==> src/hw/fcb_pkg.sv <==
package fcb_pkg;

    // ==========================================================
    // widths
    localparam int ADDR_W = 21;
    localparam int DATA_W = 16;
    localparam int CMD_W  = 8;
    localparam int CNT_W  = 8;

    // ==========================================================
    // timing, in ns as specified, then whole clock cycles
    localparam int CLK_PERIOD_NS = 100;
    localparam int T_WE_NS       = 70;    // write strobe low time
    localparam int T_ACC_NS      = 150;   // output gate low to data valid
    localparam int T_WAKE_NS     = 1500;  // reset release to first access
    localparam int T_STS_NS      = 200;   // confirm write to busy output valid

    // least time rounded up, never under one cycle
    function automatic int cyc_min(input int ns);
        int c;
        c = (ns + CLK_PERIOD_NS - 1) / CLK_PERIOD_NS;
        return (c < 1) ? 1 : c;
    endfunction

    localparam int WE_CYC   = cyc_min(T_WE_NS);
    localparam int ACC_CYC  = cyc_min(T_ACC_NS);
    localparam int WAKE_CYC = cyc_min(T_WAKE_NS);
    localparam int STS_CYC  = cyc_min(T_STS_NS);

    // ==========================================================
    // command codes written into the command_user_interface
    localparam logic [CMD_W-1:0] CMD_READ_ARRAY  = 8'hff;
    localparam logic [CMD_W-1:0] CMD_READ_STATUS = 8'h70;
    localparam logic [CMD_W-1:0] CMD_READ_ID     = 8'h90;
    localparam logic [CMD_W-1:0] CMD_QUERY       = 8'h98;
    localparam logic [CMD_W-1:0] CMD_WRITE       = 8'h40;
    localparam logic [CMD_W-1:0] CMD_ERASE       = 8'h20;
    localparam logic [CMD_W-1:0] CMD_CONFIRM     = 8'hd0;
    localparam logic [CMD_W-1:0] CMD_LOCK        = 8'h60;
    localparam logic [CMD_W-1:0] CMD_LOCK_SET    = 8'h01;
    localparam logic [CMD_W-1:0] CMD_SUSPEND     = 8'hb0;
    localparam logic [CMD_W-1:0] CMD_RESUME      = 8'hd0;
    localparam logic [CMD_W-1:0] CMD_CLR_STATUS  = 8'h50;

    // ==========================================================
    // user operations and device read modes
    typedef enum logic [3:0] {
        OP_READ_ARRAY, OP_READ_STATUS, OP_READ_ID, OP_QUERY,
        OP_WRITE, OP_ERASE, OP_LOCK_SET, OP_LOCK_CLEAR,
        OP_SUSPEND, OP_RESUME, OP_CLR_STATUS
    } fcb_op_t;

    typedef enum logic [1:0] {
        M_ARRAY, M_STATUS, M_ID, M_QUERY
    } fcb_mode_t;

    function automatic logic op_is_read(input fcb_op_t op);
        return (op == OP_READ_ARRAY) || (op == OP_READ_STATUS) ||
               (op == OP_READ_ID) || (op == OP_QUERY);
    endfunction

    function automatic logic op_two_step(input fcb_op_t op);
        return (op == OP_WRITE) || (op == OP_ERASE) ||
               (op == OP_LOCK_SET) || (op == OP_LOCK_CLEAR);
    endfunction

    function automatic fcb_mode_t op_mode(input fcb_op_t op);
        case (op)
            OP_READ_STATUS: return M_STATUS;
            OP_READ_ID:     return M_ID;
            OP_QUERY:       return M_QUERY;
            default:        return M_ARRAY;
        endcase
    endfunction

    function automatic logic [CMD_W-1:0] mode_cmd(input fcb_mode_t m);
        case (m)
            M_STATUS: return CMD_READ_STATUS;
            M_ID:     return CMD_READ_ID;
            M_QUERY:  return CMD_QUERY;
            default:  return CMD_READ_ARRAY;
        endcase
    endfunction

    function automatic logic [CMD_W-1:0] op_cmd1(input fcb_op_t op);
        case (op)
            OP_WRITE:      return CMD_WRITE;
            OP_ERASE:      return CMD_ERASE;
            OP_LOCK_SET:   return CMD_LOCK;
            OP_LOCK_CLEAR: return CMD_LOCK;
            OP_SUSPEND:    return CMD_SUSPEND;
            OP_RESUME:     return CMD_RESUME;
            default:       return CMD_CLR_STATUS;
        endcase
    endfunction

    function automatic logic [CMD_W-1:0] op_cmd2(input fcb_op_t op);
        return (op == OP_LOCK_SET) ? CMD_LOCK_SET : CMD_CONFIRM;
    endfunction

endpackage

==> src/hw/fcb_cyc_if.sv <==
`timescale 1ns/100ps
`default_nettype none

// one bus cycle request from the sequencer to the pin engine
interface fcb_cyc_if;
    logic                           start;
    logic                           wr;
    logic [fcb_pkg::ADDR_W-1:0]     addr;
    logic [fcb_pkg::DATA_W-1:0]     wdata;
    logic                           done;
    logic [fcb_pkg::DATA_W-1:0]     rdata;

    modport ctl (output start, output wr, output addr, output wdata,
                 input done, input rdata);
    modport eng (input start, input wr, input addr, input wdata,
                 output done, output rdata);
endinterface

`default_nettype wire

==> src/hw/fcb_host.sv <==
`timescale 1ns/100ps
`default_nettype none

module fcb_host (
    // clock and reset
    input  wire logic                       CLK_IN,
    input  wire logic                       RST_N_IN,
    // user request port
    input  wire logic                       REQ_IN,
    input  wire fcb_pkg::fcb_op_t           OP_IN,
    input  wire logic [fcb_pkg::ADDR_W-1:0] ADDR_IN,
    input  wire logic [fcb_pkg::DATA_W-1:0] WDATA_IN,
    output logic                            READY_OUT,
    output logic                            DONE_OUT,
    output logic [fcb_pkg::DATA_W-1:0]      RDATA_OUT,
    // flash pins
    output logic [fcb_pkg::ADDR_W-1:0]      FL_ADDR_OUT,
    input  wire logic [fcb_pkg::DATA_W-1:0] FL_DQ_IN,
    output logic [fcb_pkg::DATA_W-1:0]      FL_DQ_OUT,
    output logic                            FL_DQ_OE_N_OUT,
    output logic                            FL_CHIP_SELECT0_N_OUT,
    output logic                            FL_CHIP_SELECT1_N_OUT,
    output logic                            FL_OE_N_OUT,
    output logic                            FL_WE_N_OUT,
    output logic                            FL_RESET_POWERDOWN_N_OUT,
    input  wire logic                       FL_BUSY_STATUS_IN
);

    typedef enum logic [2:0] {
        S_WAKE, S_IDLE, S_MODE, S_READ, S_CMD, S_DATA, S_SETTLE, S_BUSY
    } fcb_state_t;

    fcb_state_t                 state_q, state_d;
    fcb_pkg::fcb_mode_t         mode_q, mode_d;
    fcb_pkg::fcb_op_t           op_q, op_d;
    logic [fcb_pkg::CNT_W-1:0]  cnt_q, cnt_d;
    logic [fcb_pkg::ADDR_W-1:0] addr_q, addr_d;
    logic [fcb_pkg::DATA_W-1:0] wdata_q, wdata_d, rdata_q, rdata_d;
    logic                       done_q, done_d, pend_q, rp_n_q;
    logic                       ce_n;

    fcb_cyc_if cyc ();

    // ==========================================================
    // pin engine
    fcb_bus_cycle u_cycle (
        .clk_in      (CLK_IN),
        .rst_n_in    (RST_N_IN),
        .cyc         (cyc.eng),
        .addr_out    (FL_ADDR_OUT),
        .dq_in       (FL_DQ_IN),
        .dq_out      (FL_DQ_OUT),
        .dq_oe_n_out (FL_DQ_OE_N_OUT),
        .ce_n_out    (ce_n),
        .oe_n_out    (FL_OE_N_OUT),
        .we_n_out    (FL_WE_N_OUT)
    );

    // ==========================================================
    // cycle request decode
    wire fcb_pkg::fcb_mode_t need_mode = fcb_pkg::op_mode(op_q);
    wire issuing  = (state_q == S_MODE) || (state_q == S_CMD) ||
                    (state_q == S_DATA) || (state_q == S_READ);
    wire is_wr    = (state_q != S_READ);
    wire [fcb_pkg::DATA_W-1:0] mode_word = fcb_pkg::DATA_W'(fcb_pkg::mode_cmd(need_mode));
    wire [fcb_pkg::DATA_W-1:0] cmd1_word = fcb_pkg::DATA_W'(fcb_pkg::op_cmd1(op_q));
    wire [fcb_pkg::DATA_W-1:0] cmd2_word = fcb_pkg::DATA_W'(fcb_pkg::op_cmd2(op_q));

    // one start per state, held off until the engine answers
    assign cyc.start = issuing && !pend_q;
    assign cyc.wr    = is_wr;
    assign cyc.addr  = addr_q;
    assign cyc.wdata = (state_q == S_MODE) ? mode_word :
                       (state_q == S_CMD)  ? cmd1_word :
                       (op_q == fcb_pkg::OP_WRITE) ? wdata_q : cmd2_word;

    // ==========================================================
    // sequencer
    always_comb begin
        state_d = state_q;
        mode_d  = mode_q;
        op_d    = op_q;
        cnt_d   = cnt_q;
        addr_d  = addr_q;
        wdata_d = wdata_q;
        rdata_d = rdata_q;
        done_d  = 1'b0;
        case (state_q)
            S_WAKE: begin
                // no access until the device has left power-down
                if (cnt_q == '0) begin
                    state_d = S_IDLE;
                end else begin
                    cnt_d = cnt_q - 1'b1;
                end
            end
            S_IDLE: begin
                if (REQ_IN) begin
                    op_d    = OP_IN;
                    addr_d  = ADDR_IN;
                    wdata_d = WDATA_IN;
                    if (!fcb_pkg::op_is_read(OP_IN)) begin
                        state_d = S_CMD;
                    end else if (mode_q != fcb_pkg::op_mode(OP_IN)) begin
                        state_d = S_MODE;
                    end else begin
                        state_d = S_READ;
                    end
                end
            end
            S_MODE: begin
                if (cyc.done) begin
                    mode_d  = need_mode;
                    state_d = S_READ;
                end
            end
            S_READ: begin
                if (cyc.done) begin
                    rdata_d = cyc.rdata;
                    done_d  = 1'b1;
                    state_d = S_IDLE;
                end
            end
            S_CMD: begin
                if (cyc.done) begin
                    if (fcb_pkg::op_two_step(op_q)) begin
                        state_d = S_DATA;
                    end else begin
                        // suspend and resume leave the device showing status
                        if (op_q != fcb_pkg::OP_CLR_STATUS) begin
                            mode_d = fcb_pkg::M_STATUS;
                        end
                        done_d  = 1'b1;
                        state_d = S_IDLE;
                    end
                end
            end
            S_DATA: begin
                if (cyc.done) begin
                    mode_d  = fcb_pkg::M_STATUS;
                    cnt_d   = fcb_pkg::CNT_W'(fcb_pkg::STS_CYC - 1);
                    state_d = S_SETTLE;
                end
            end
            S_SETTLE: begin
                // busy output needs time to fall after the confirm write
                if (cnt_q == '0) begin
                    state_d = S_BUSY;
                end else begin
                    cnt_d = cnt_q - 1'b1;
                end
            end
            S_BUSY: begin
                if (FL_BUSY_STATUS_IN) begin
                    done_d  = 1'b1;
                    state_d = S_IDLE;
                end
            end
            default: state_d = S_IDLE;
        endcase
    end

    // ==========================================================
    // registers; device is assumed in array mode after reset
    always_ff @(posedge CLK_IN) begin
        if (!RST_N_IN) begin
            state_q <= S_WAKE;
            mode_q  <= fcb_pkg::M_ARRAY;
            op_q    <= fcb_pkg::OP_READ_ARRAY;
            cnt_q   <= fcb_pkg::CNT_W'(fcb_pkg::WAKE_CYC - 1);
            addr_q  <= '0;
            wdata_q <= '0;
            rdata_q <= '0;
            done_q  <= 1'b0;
            rp_n_q  <= 1'b0;
        end else begin
            state_q <= state_d;
            mode_q  <= mode_d;
            op_q    <= op_d;
            cnt_q   <= cnt_d;
            addr_q  <= addr_d;
            wdata_q <= wdata_d;
            rdata_q <= rdata_d;
            done_q  <= done_d;
            rp_n_q  <= 1'b1;
        end
    end

    // engine request outstanding
    always_ff @(posedge CLK_IN) begin
        if (!RST_N_IN) begin
            pend_q <= 1'b0;
        end else begin
            pend_q <= cyc.start || (pend_q && !cyc.done);
        end
    end

    // ==========================================================
    // outputs; both selects move together, a single decode drives them
    assign FL_CHIP_SELECT0_N_OUT    = ce_n;
    assign FL_CHIP_SELECT1_N_OUT    = ce_n;
    assign FL_RESET_POWERDOWN_N_OUT = rp_n_q;
    assign READY_OUT                = (state_q == S_IDLE);
    assign DONE_OUT                 = done_q;
    assign RDATA_OUT                = rdata_q;

    // ==========================================================
    // checks
    property p_read_mode;
        @(posedge CLK_IN) disable iff (!RST_N_IN)
        (state_q == S_READ) && cyc.start |-> mode_q == need_mode;
    endproperty
    a_read_mode: assert property (p_read_mode)
        else $error("read issued without matching mode command");

    property p_array_after_alter;
        @(posedge CLK_IN) disable iff (!RST_N_IN)
        (state_q == S_DATA) && cyc.done |=> mode_q == fcb_pkg::M_STATUS
            until (state_q == S_READ);
    endproperty
    a_array_after_alter: assert property (p_array_after_alter)
        else $error("array read assumed after modifying operation");

    property p_read_select;
        @(posedge CLK_IN) disable iff (!RST_N_IN)
        !FL_OE_N_OUT |-> !FL_CHIP_SELECT0_N_OUT && !FL_CHIP_SELECT1_N_OUT;
    endproperty
    a_read_select: assert property (p_read_select)
        else $error("output gate active without both selects");

    property p_read_pins_high;
        @(posedge CLK_IN) disable iff (!RST_N_IN)
        !FL_OE_N_OUT |-> FL_WE_N_OUT && FL_RESET_POWERDOWN_N_OUT;
    endproperty
    a_read_pins_high: assert property (p_read_pins_high)
        else $error("write strobe or reset active during read");

    property p_read_done;
        @(posedge CLK_IN) disable iff (!RST_N_IN)
        (state_q == S_IDLE) && REQ_IN && (OP_IN == fcb_pkg::OP_READ_STATUS) &&
            (mode_q == fcb_pkg::M_STATUS) |-> ##[5:6] DONE_OUT;
    endproperty
    a_read_done: assert property (p_read_done)
        else $error("status read did not finish in time");

endmodule

`default_nettype wire

==> src/hw/fcb_bus_cycle.sv <==
`timescale 1ns/100ps
`default_nettype none

module fcb_bus_cycle (
    // clock and reset
    input  wire logic                       clk_in,
    input  wire logic                       rst_n_in,
    // request side
    fcb_cyc_if.eng                          cyc,
    // flash pins
    output logic [fcb_pkg::ADDR_W-1:0]      addr_out,
    input  wire logic [fcb_pkg::DATA_W-1:0] dq_in,
    output logic [fcb_pkg::DATA_W-1:0]      dq_out,
    output logic                            dq_oe_n_out,
    output logic                            ce_n_out,
    output logic                            oe_n_out,
    output logic                            we_n_out
);

    typedef enum logic [1:0] {E_IDLE, E_STROBE, E_HOLD} fcb_eng_t;

    fcb_eng_t                   state_q, state_d;
    logic [fcb_pkg::CNT_W-1:0]  cnt_q, cnt_d;
    logic                       wr_q, wr_d;
    logic                       ce_n_q, ce_n_d, oe_n_q, oe_n_d, we_n_q, we_n_d;
    logic                       dq_oe_n_q, dq_oe_n_d, done_q, done_d;
    logic [fcb_pkg::ADDR_W-1:0] addr_q, addr_d;
    logic [fcb_pkg::DATA_W-1:0] wdata_q, wdata_d, rdata_q, rdata_d;

    // ==========================================================
    // strobe sequencing
    always_comb begin
        state_d   = state_q;
        cnt_d     = cnt_q;
        wr_d      = wr_q;
        ce_n_d    = ce_n_q;
        oe_n_d    = oe_n_q;
        we_n_d    = we_n_q;
        dq_oe_n_d = dq_oe_n_q;
        addr_d    = addr_q;
        wdata_d   = wdata_q;
        rdata_d   = rdata_q;
        done_d    = 1'b0;
        case (state_q)
            E_IDLE: begin
                if (cyc.start) begin
                    // address and data held in our flops for the whole cycle
                    addr_d  = cyc.addr;
                    wdata_d = cyc.wdata;
                    wr_d    = cyc.wr;
                    ce_n_d  = 1'b0;
                    state_d = E_STROBE;
                    if (cyc.wr) begin
                        we_n_d    = 1'b0;
                        dq_oe_n_d = 1'b0;
                        cnt_d     = fcb_pkg::CNT_W'(fcb_pkg::WE_CYC - 1);
                    end else begin
                        oe_n_d = 1'b0;
                        cnt_d  = fcb_pkg::CNT_W'(fcb_pkg::ACC_CYC - 1);
                    end
                end
            end
            E_STROBE: begin
                if (cnt_q == '0) begin
                    state_d = E_HOLD;
                    if (wr_q) begin
                        we_n_d = 1'b1;    // rising edge latches addr and data
                    end else begin
                        oe_n_d  = 1'b1;
                        rdata_d = dq_in;
                    end
                end else begin
                    cnt_d = cnt_q - 1'b1;
                end
            end
            E_HOLD: begin
                // data and select stay one cycle past the rising edge for hold
                ce_n_d    = 1'b1;
                dq_oe_n_d = 1'b1;
                done_d    = 1'b1;
                state_d   = E_IDLE;
            end
            default: state_d = E_IDLE;
        endcase
    end

    // ==========================================================
    // registers
    always_ff @(posedge clk_in) begin
        if (!rst_n_in) begin
            state_q   <= E_IDLE;
            cnt_q     <= '0;
            wr_q      <= 1'b0;
            ce_n_q    <= 1'b1;
            oe_n_q    <= 1'b1;
            we_n_q    <= 1'b1;
            dq_oe_n_q <= 1'b1;
            done_q    <= 1'b0;
            addr_q    <= '0;
            wdata_q   <= '0;
            rdata_q   <= '0;
        end else begin
            state_q   <= state_d;
            cnt_q     <= cnt_d;
            wr_q      <= wr_d;
            ce_n_q    <= ce_n_d;
            oe_n_q    <= oe_n_d;
            we_n_q    <= we_n_d;
            dq_oe_n_q <= dq_oe_n_d;
            done_q    <= done_d;
            addr_q    <= addr_d;
            wdata_q   <= wdata_d;
            rdata_q   <= rdata_d;
        end
    end

    // ==========================================================
    // outputs
    assign addr_out    = addr_q;
    assign dq_out      = wdata_q;
    assign dq_oe_n_out = dq_oe_n_q;
    assign ce_n_out    = ce_n_q;
    assign oe_n_out    = oe_n_q;
    assign we_n_out    = we_n_q;
    assign cyc.done    = done_q;
    assign cyc.rdata   = rdata_q;

    // ==========================================================
    // checks
    property p_no_we_in_read;
        @(posedge clk_in) disable iff (!rst_n_in)
        !oe_n_q |-> we_n_q && dq_oe_n_q;
    endproperty
    a_no_we_in_read: assert property (p_no_we_in_read)
        else $error("write strobe or data drive during read");

    property p_read_len;
        @(posedge clk_in) disable iff (!rst_n_in)
        $fell(oe_n_q) |-> !oe_n_q [*2] ##1 oe_n_q ##1 done_q;
    endproperty
    a_read_len: assert property (p_read_len)
        else $error("read strobe length or done wrong");

endmodule

`default_nettype wire

==> config.mk <==
export PLATFORM = sky130hd
export DESIGN_NAME = fcb_host
export DESIGN_NICKNAME = d
export VERILOG_FILES = /design/src/hw/fcb_pkg.sv /design/src/hw/fcb_cyc_if.sv /design/src/hw/fcb_host.sv /design/src/hw/fcb_bus_cycle.sv
export SDC_FILE = /design/constraint.sdc
export NUM_CORES = 1
export LEC_CHECK = 0
export BUFFER_PORTS_ARGS = -buffer_cell sky130_fd_sc_hd__buf_2
export CAP_MARGIN = 20
export CORE_ASPECT_RATIO = 1.25
export CORE_MARGIN = 2
export CORE_UTILIZATION = 59
export CTS_CLUSTER_DIAMETER = 30
export DETAILED_ROUTE_END_ITERATION = 12
export HOLD_SLACK_MARGIN = 0.12
export PLACE_DENSITY = 0.85
export SYNTH_ARGS = -nofsm -noshare
export SYNTH_HDL_FRONTEND = slang
export SYNTH_SLANG_ARGS = --single-unit
==> constraint.sdc <==
create_clock -name CLK_IN -period 3.5 [get_ports CLK_IN]
set_input_delay 0.175 -clock CLK_IN [delete_from_list [all_inputs] [get_ports CLK_IN]]
set_output_delay 0.175 -clock CLK_IN [all_outputs]
set_load 0.02 [all_outputs]
==> results, run 1 <==
- STA classifies the critical path startpoint as a register.
- The total number of vias is 5728.
- In the synthesized netlist the dominant register cell turns out to be sky130_fd_sc_hd__dfxtp_1.
- The sequential cells in the finished layout cover a total of 0.00284 sq mm.
- The via count of the first global-routing pass was 5502.
- Compared with the post-synthesis result, the final layout area differs by 29.6%.
- The final-stage net count is 929.
- TritonCTS built the clock tree.
- The first global-routing pass estimated 25800 um of wire.
- For this block, the initial DRC count from the detailed router was 453.
- No sink is reached through more buffers than the 2 on the longest clock path.
- In this run the register-to-register setup slack is 0.99 ns.
- At the pin with the least slew margin, the transition time is 0.877 ns.
- For this run, global-route usage on met2 was measured as 0.546.
- The type of the setup path with the least slack is reg -> reg.
- The net count of the mapped netlist is 776.
- VDD sags by at most 371 uV.
- Counting the fill cells in the layout gives 610.
- Measured against its own limit, the worst slew margin works out to 0.415.
- The total clock buffers created by CTS is 17.
- In the post-synthesis netlist, the biggest area contributors are sky130_fd_sc_hd__dfxtp_1, sky130_fd_sc_hd__nand2_1, sky130_fd_sc_hd__a21oi_1.
- The initial core utilization is 0.607.
- Dividing the final minimum period by the clock period gives 0.717.
- In this run the power density over the cells is 471 mW/mm^2.
- The cell count after synthesis came out at 709.
- The total clock sinks is 142.
- The floorplan has 40 rows.
- The number of gates resized after cts is 0.
- The synthesized netlist occupies a cell area of 0.00583 sq mm.
- The post-route DRC violation count is 0.
- Entering global routing, the biggest net connects 89 pins.
- In this run the mean area of a mapped cell was 8.23 sq um.
- The met3 routing resource usage after global routing is 0.0662.
- The number of vias per cell after detailed routing is 5.72.
- The clock root buffer is sky130_fd_sc_hd__clkbuf_16.
- The launching instance or port of the critical path is state_q[2].
- By area, the combinational part of the netlist is dominated by simple AND/OR/NAND/NOR gates.
- Measured against the total synthesized area, the mux share comes to 0.0103.
- The fraction of the mapped netlist area in compound gates was 0.193.
- The first TritonRoute pass finished after 6 iterations.
- The area share of and/or/nand/nor cells after synthesis is 0.234.
- The H-tree generated during clock tree synthesis spans 4 levels.
- Setup repair after global routing left no endpoint under its margin.
- The flow ran to the end, and the final reports show no timing, DRC or antenna violations.
- The parity-gate share of the synthesized area counting xor and xnor cells is 0.0118.
- The depth of the most critical reg-to-reg path is 4.
- After layout, the minimum clock period comes to 2.51 ns.
- The arrival time of the worst setup path is 2.81 ns.
- The critical path endpoint category is a register.
- The number of pins exceeding their max-slew limit in the final report is 0.
- The clock tree skew after final layout is 0.00736 ns.
- The footprint of the multi-input gates is 0.00270 sq mm.
- The count of nets left with antenna violations after detail routing is 0.
- The clock-pin slew reported for the worst setup and hold paths after clock tree synthesis is 0.06 ns.
- Wires add up to 16400 um.
- The synthesized netlist contains 62 unique library cells.
- The I/O pin count is 122.
- The termination of the worst setup path is u_cycle.dq_out[11].
- The clock latency at the later pin of the worst-skew pair is 0.42 ns.
- The post-synthesis async set-or-reset flop share is 0.
- For this design the static power due to leakage is 2.96 nW.
- The total overflow left after global routing is 0.
- The die is 92.9 um wide.
- The Yosys warning count is 0.
- The worst reg2reg path startpoint is state_q[2].
- The congestion estimate from routability-driven global placement came to 0.829.
- In this run the worst path has a maximum fanout of 21.
- The floorplan step defined a die boundary enclosing 0.0107 sq mm.
- In the global route stage, overall resource usage came out at 0.305.
- With fillers left out, the area of the finished cells amounts to 0.00756 sq mm.
- The placed wire-length estimate is 9500 um.
- The final-report hold violation count was 0.
- The area inside the core boundary is 0.00961 sq mm.
- The vertical die dimension is 115 um.
- The max-capacitance violation count is 0.
- The leading area contributor after synthesis is sky130_fd_sc_hd__dfxtp_1.
- The critical path required time is 3.80 ns.
- For the final routed database, the setup TNS stands at 0 ns.
- The routed wirelength normalized by instance count is 16.4 um.
- The share of post-route cells with drive strength above 1 is 0.199.
- Setup violations remaining at the end of the flow were counted as 0.
- In this run the cell area measured after placement is 0.00639 sq mm.
- The portion of synthesized cell area occupied by the leading cell type is 0.487.
- The top achievable clock speed is 398 MHz.
- The capture point of the worst reg-to-reg path is u_cycle.dq_out[11].
- Of the total synthesized cell area, the portion taken by full adders, half adders and majority gates is 0.0129.
- The count of flip-flops with a built-in enable after synthesis is 0.
- The number of antenna violations at the first check in global routing is 0.
- The path class of the tightest hold or removal check is in -> reg.
- The met1 usage in global routing is 0.344.
- Of the synthesized area, sequential elements account for 0.487.
- During placement, the flow inserted port buffers numbering 121.
- met2 is the most crowded layer.
- The post-synthesis register bit count is 142.
==> metal layers <==
layer / share of wire / up-vias
li1: - / 2725
met1: 0.39 / 2694
met2: 0.52 / 267
met3: 0.066 / 42
met4: 0.028 / 0
met5: 0 / -
==> synth_stat cells, drive strengths merged, types with 6 or more instances <==
cell and instances:
clkbuf 28, a21oi 121, inv 13, o21ai 20
or4 7, nor2b 7, a211oi 8, ha 6
nand2 211, nor2 17, dfxtp 142, buf 22
a22o 9, mux2i 6, nand3 7, nand2b 6
nor3 6
==> registers in the layout (all words and copies together), names as in the netlist, 3 cells and up <==
register and flops:
state_q 3, cnt_q 8, u_cycle.cyc.rdata 16, op_q 4, addr_q 21, wdata_q 16
u_cycle.cnt_q 8, u_cycle.dq_out 16, RDATA_OUT 16, u_cycle.addr_out 21
==> worst min path at each step <==
stage	slack, ns	depth (start not counted)	from	to
global placement	0.42	3	WDATA_IN[9]	wdata_q[9]
detailed placement	0.42	3	ADDR_IN[10]	addr_q[10]
CTS	0.14	1	RST_N_IN	FL_RESET_POWERDOWN_N_OUT
floorplan	0.20	0	RST_N_IN	FL_RESET_POWERDOWN_N_OUT
finish	0.16	1	RST_N_IN	FL_RESET_POWERDOWN_N_OUT
global route	0.16	1	RST_N_IN	FL_RESET_POWERDOWN_N_OUT
==> cells by family after synthesis <==
| logic type | Yosys count |
|---|---|
| muxes | 6 |
| DFF | 142 |
| buffers and inverters | 64 |
| xor gates and xnor gates | 7 |
| and+or+nand+nor | 296 |
| AOI/OAI and AO/OA | 188 |
| adders and majority gates | 6 |
==> metrics by stage <==
stage	worst slack, ns	power, W	util	hold WS (ns)	instances
after floorplan	1.66	0.00171	-	0.203	709
after global placement	1.19	0.00176	0.665	0.417	911
after detailed placement	1.07	0.00176	0.665	0.424	911
after CTS	1.05	0.00355	0.785	0.137	999
after global routing	0.785	0.00365	0.787	0.157	1000
final	0.990	0.00356	0.787	0.157	1001
==> power by group <==
part | switching (W) | leakage (nW) | internal [W] | total [W]
Sequential | 0.00000773 | 1.14 | 0.00162 | 0.00163
Combinational | 0.0000672 | 1.54 | 0.0000805 | 0.000148
Clock | 0.000682 | 0.279 | 0.00110 | 0.00178
==> repair_timing <==
action	in CTS	in global routing
endpoints found under the hold margin	57	0
hold buffers	57	0
setup buffers	0	0
==> cells in the final DEF, fill, tap and decap left out, types with 3 or more instances in the layout <==
master                          netlist  final
sky130_fd_sc_hd__nand2_1            211    211
sky130_fd_sc_hd__dfxtp_1            142    142
sky130_fd_sc_hd__a21oi_1            121    121
sky130_fd_sc_hd__buf_2               15    121
sky130_fd_sc_hd__dlygate4sd3_1        0     57
sky130_fd_sc_hd__o21ai_0             20     20
sky130_fd_sc_hd__nor2_1              17     17
sky130_fd_sc_hd__clkbuf_16            0     17
sky130_fd_sc_hd__inv_1               13     13
sky130_fd_sc_hd__a22o_1               9      9
sky130_fd_sc_hd__nand3_1              7      7
sky130_fd_sc_hd__nor2b_1              7      7
sky130_fd_sc_hd__a211oi_1             7      7
sky130_fd_sc_hd__mux2i_1              6      6
sky130_fd_sc_hd__nand2b_1             6      6
sky130_fd_sc_hd__or4_1                6      6
sky130_fd_sc_hd__ha_1                 6      6
sky130_fd_sc_hd__or3_1                5      5
sky130_fd_sc_hd__nor3_1               5      5
sky130_fd_sc_hd__and3_1               5      5
sky130_fd_sc_hd__buf_4                5      5
sky130_fd_sc_hd__o31ai_1              4      4
sky130_fd_sc_hd__nor3b_1              3      3
sky130_fd_sc_hd__and2_1               3      3
sky130_fd_sc_hd__xnor2_1              3      3
sky130_fd_sc_hd__or3b_2               3      3
sky130_fd_sc_hd__a31oi_1              3      3
sky130_fd_sc_hd__a41oi_1              3      3
sky130_fd_sc_hd__xor2_1               3      3
sky130_fd_sc_hd__clkinvlp_4           0      3
sky130_fd_sc_hd__clkbuf_8             0      3
==> cell type report <==
cell class	count	area share
multi-input cells	503	0.357
well taps	126	0.0209
diodes	1	0.000331
clock buffers	22	0.0627
repair buffers	184	0.162
clock inverters	9	0.0146
inverters	14	0.00695
flip-flops and latches	142	0.376
==> critical path: stages, from the launching register on <==
cell and delay [ns]:
sky130_fd_sc_hd__dfxtp_1 0.79, sky130_fd_sc_hd__xor2_2 0.37, sky130_fd_sc_hd__and2_1 0.64, sky130_fd_sc_hd__nor2_1 0.28, sky130_fd_sc_hd__a22o_1 0.30
Power figures use the tool's default switching activity.
==> inputs of run 2 (changes only) <==
--- a/config.mk
+++ b/config.mk
@@ -9,11 +9,11 @@
 export CAP_MARGIN = 20
 export CORE_ASPECT_RATIO = 1.25
 export CORE_MARGIN = 2
-export CORE_UTILIZATION = 59
+export CORE_UTILIZATION = 49
 export CTS_CLUSTER_DIAMETER = 30
 export DETAILED_ROUTE_END_ITERATION = 12
 export HOLD_SLACK_MARGIN = 0.12
-export PLACE_DENSITY = 0.85
+export PLACE_DENSITY = 0.76
 export SYNTH_ARGS = -nofsm -noshare
 export SYNTH_HDL_FRONTEND = slang
 export SYNTH_SLANG_ARGS = --single-unit
==> constraint.sdc (replaced) <==
create_clock -name CLK_IN -period 2.3 [get_ports CLK_IN]
set_input_delay 0.115 -clock CLK_IN [delete_from_list [all_inputs] [get_ports CLK_IN]]
set_output_delay 0.115 -clock CLK_IN [all_outputs]
set_load 0.02 [all_outputs]
==> run 2 against run 1 <==
Net effect: first-iteration DRC count decreased by 52%; clock power increased by 52%; sequential cell count unchanged; maximum frequency increased by 21%; sequential share of layout area decreased by 0.66 points; final cell count increased by 4.5%; sequential power increased by 52%; register-to-register slack got worse by 0.76 ns.
==> results, run 2 (synthesized netlist as in run 1, its figures left out) <==
- The total clock buffers created by CTS is 17 (unchanged).
- The total clock sinks is 142 (unchanged).
- The internal power is 0.00428 W (+53%).
- The buffers plus inverters on the worst setup path is 0 (unchanged).
- The maximum buffer depth of the clock tree is 2 (unchanged).
- The growth of design area from synthesis to finish is 31.9%.
- The max-capacitance violation count came to 0 (unchanged).
- The share of the core filled with cells in the final layout is 0.663 (-0.124).
- The tightest min-delay check is of the in -> reg type.
- The total die area is 0.0128 sq mm (+20%).
- The fill cell total of the finished layout is 894 (+47%).
- The biggest fanout along the worst timing path came to 18 (-14%).
- The total detailed-routing wirelength is 15600 um (-5.1%).
- The clock latency at the later pin of the worst-skew pair came to 0.42 ns (about the same).
- The global-route usage over all layers is 0.247 (-0.0577).
- The library cells used most frequently in the layout, excluding fill and tap cells, are sky130_fd_sc_hd__nand2_1, sky130_fd_sc_hd__dfxtp_1, sky130_fd_sc_hd__a21oi_1, sky130_fd_sc_hd__buf_2, sky130_fd_sc_hd__dlygate4sd3_1.
- The final-report hold violation count is 0 (unchanged).
- The arrival time of the worst setup path is 2.42 ns (-0.39 ns).
- The post-CTS repair timing setup buffer count is 0 (unchanged).
- The clock-pin slew reported for the worst setup and hold paths after clock tree synthesis is 0.06 ns (about the same).
- The worst setup path is launched from a register.
- The run finished with clean final reports.
- Setup repair after global routing left no endpoint under its margin.
- The share of total power in sequential cells is 0.458 (about the same).
- The switching part of the total is 0.211 (-0.00166).
- The met1 usage in global routing is 0.283 (-0.0614).
- The largest delay contributor family on the critical path is compound AO/OA/AOI/OAI gates.
- The clock power share is 0.500 (about the same).
- The layer flagged by global routing as most heavily used is met2.
- The TritonCTS clock tree is done.
- The worst setup path is captured at a register.
- The final-stage net count is 940 (+1.2%).
- The top achievable clock speed is 483 MHz (+21%).
- The leakage power total is 3.02 nW (+2.0%).
- The share of post-route cells with drive strength above 1 is 0.207 (+0.00769).
- The worst setup path is of the reg -> reg kind.
- The initial core utilization is 0.502 (-0.105).
- The cell area power density came to 705 mW/mm^2 (+50%).
- The max-slew headroom at the worst pin came to 0.584 (+0.169).
- The worst slack after detailed placement is 0.245 ns (-0.822 ns).
- The critical path's largest stage delay came to 0.68 ns (-0.11 ns).
- The most frequent standard cell in the layout excluding fill and tap cells is sky130_fd_sc_hd__nand2_1.
- The minimum clock period is 2.07 ns (-0.441 ns).
- The slew at the pin with the worst max-slew slack came to 0.623 ns (-0.254 ns).
- The placed wire-length estimate is 9780 um (+3.0%).
- The worst IR drop on VDD came to 552 uV (+49%).
- The post-route DRC violation count was 0 (unchanged).
- The minimum setup slack in the final design is 0.231 ns (-0.759 ns).
- The clock root buffer is sky130_fd_sc_hd__clkbuf_16.
- The final setup violation count is 0 (unchanged).
- The number of vias per cell after detailed routing is 5.36 (-6.3%).
- The routed wirelength normalized by instance count is 14.9 um (-9.1%).
- The switching power of the nets was 0.00114 W (+51%).
- The worst-case register-to-register setup slack was 0.23 ns (-0.76 ns).
- The DRC marker count from the first detailed-route iteration came to 218 (-52%).
- The signal on the critical path passes through xor2_2 -> a211o_1 -> a2111oi_2 -> mux2i_1.
- The met3 routing resource usage after global routing is 0.0566 (-0.00958).
- The weighted congestion at the end of routability-driven global placement is 0.880 (+6.2%).
- The area inside the core boundary was 0.0116 sq mm (+21%).
- The number of H-tree levels was 4 (unchanged).
- The number of pins exceeding their max-slew limit in the final report came to 0 (unchanged).
- The number of iterations in the first detailed-routing pass is 5 (-1).
- The critical path required time is 2.65 ns (-1.15 ns).
- The vertical die dimension is 126 um (+9.4%).
- The antenna diode instance count is 0 (-1).
- The via count of the first global-routing pass is 5496 (-0.11%).
- The number of antenna violations at the first check in global routing is 0 (unchanged).
- The clock tree skew after final layout is 0.00731 ns (-0.0000491 ns).
- The routing usage on met2 is 0.424 (-0.122).
- The tightest hold margin is 0.156 ns (-0.00113 ns).
- The site row count came to 44 (+10%).
- The wire length of the first global-routing pass is 25200 um (-2.4%).
- The largest net degree at the start of global routing is 50 (-44%).
- The slowest stage of the critical path belongs to the cell sky130_fd_sc_hd__dfxtp_1.
- The count of nets left with antenna violations after detail routing was 0 (unchanged).
- The aggregate global routing overflow is 0 (unchanged).
- The logic gate share of total power is 0.042 (about the same).
- The final critical-path share of the clock period is 0.900 (+0.182).
- The horizontal extent of the die is 102 um (+9.3%).
- The I/O pin count was 122 (unchanged).
- The port buffer count is 121 (unchanged).
- The total number of vias was 5611 (-2.0%).
- The total negative slack for setup checks was 0 ns (unchanged).
## run 2: repair_timing
action	4_1_cts	5_1_grt
hold endpoints to repair	60	0
gates resized for setup	0	0
hold buffers	58	0
## run 2: metrics by stage
stage | power [W] | cells | instance area [sq um]
after CTS | 0.00546 | 1046 | 7700
after global placement | 0.00268 | 957 | 6530
after detailed placement | 0.00268 | 957 | 6530
final | 0.00542 | 1046 | 7700
after global routing | 0.00558 | 1046 | 7700
after floorplan | 0.00260 | 709 | 5830
## run 2: final timing paths
check / startpoint / end / cells past startpoint
worst max-delay path: state_q[1] / cnt_q[5] / 4
worst min-delay path: REQ_IN / state_q[1] / 4
worst max register to register: state_q[1] / cnt_q[5] / 4
worst min register to register: addr_q[8] / u_cycle.addr_out[8] / 2
## run 2: per-layer routing
metal / up-vias / share of wire
li1: 2752 / -
met1: 2617 / 0.40
met2: 199 / 0.51
met3: 43 / 0.054
met4: 0 / 0.032
met5: - / 0
## run 2: worst reg2reg max path, delay by kind of cell, from the launching register on
family,cells,cell delay (ns)
AO/OA/AOI/OAI,2,0.84
flip-flops,1,0.68
XOR/XNOR,1,0.26
multiplexers,1,0.22
## run 2: power groups by stage
stage	clock network, W	logic, W	registers, W
after detailed placement	0	0.000145	0.00254
after global placement	0	0.000141	0.00254
after floorplan	0	0.0000682	0.00253
final	0.00271	0.000228	0.00248
after CTS	0.00275	0.000222	0.00248
after global routing	0.00285	0.000245	0.00248
## run 2: cell type report
class                           count  area (sq um)  area share
Inverter                           14          52.6     0.00683
Clock buffer                       23           478      0.0621
Clock inverter                      8           106      0.0138
Sequential cell                   142          2840       0.369
Tap cell                          161           201      0.0262
Timing Repair Buffer              195          1320       0.171
Multi-Input combinational cell    503          2700       0.350
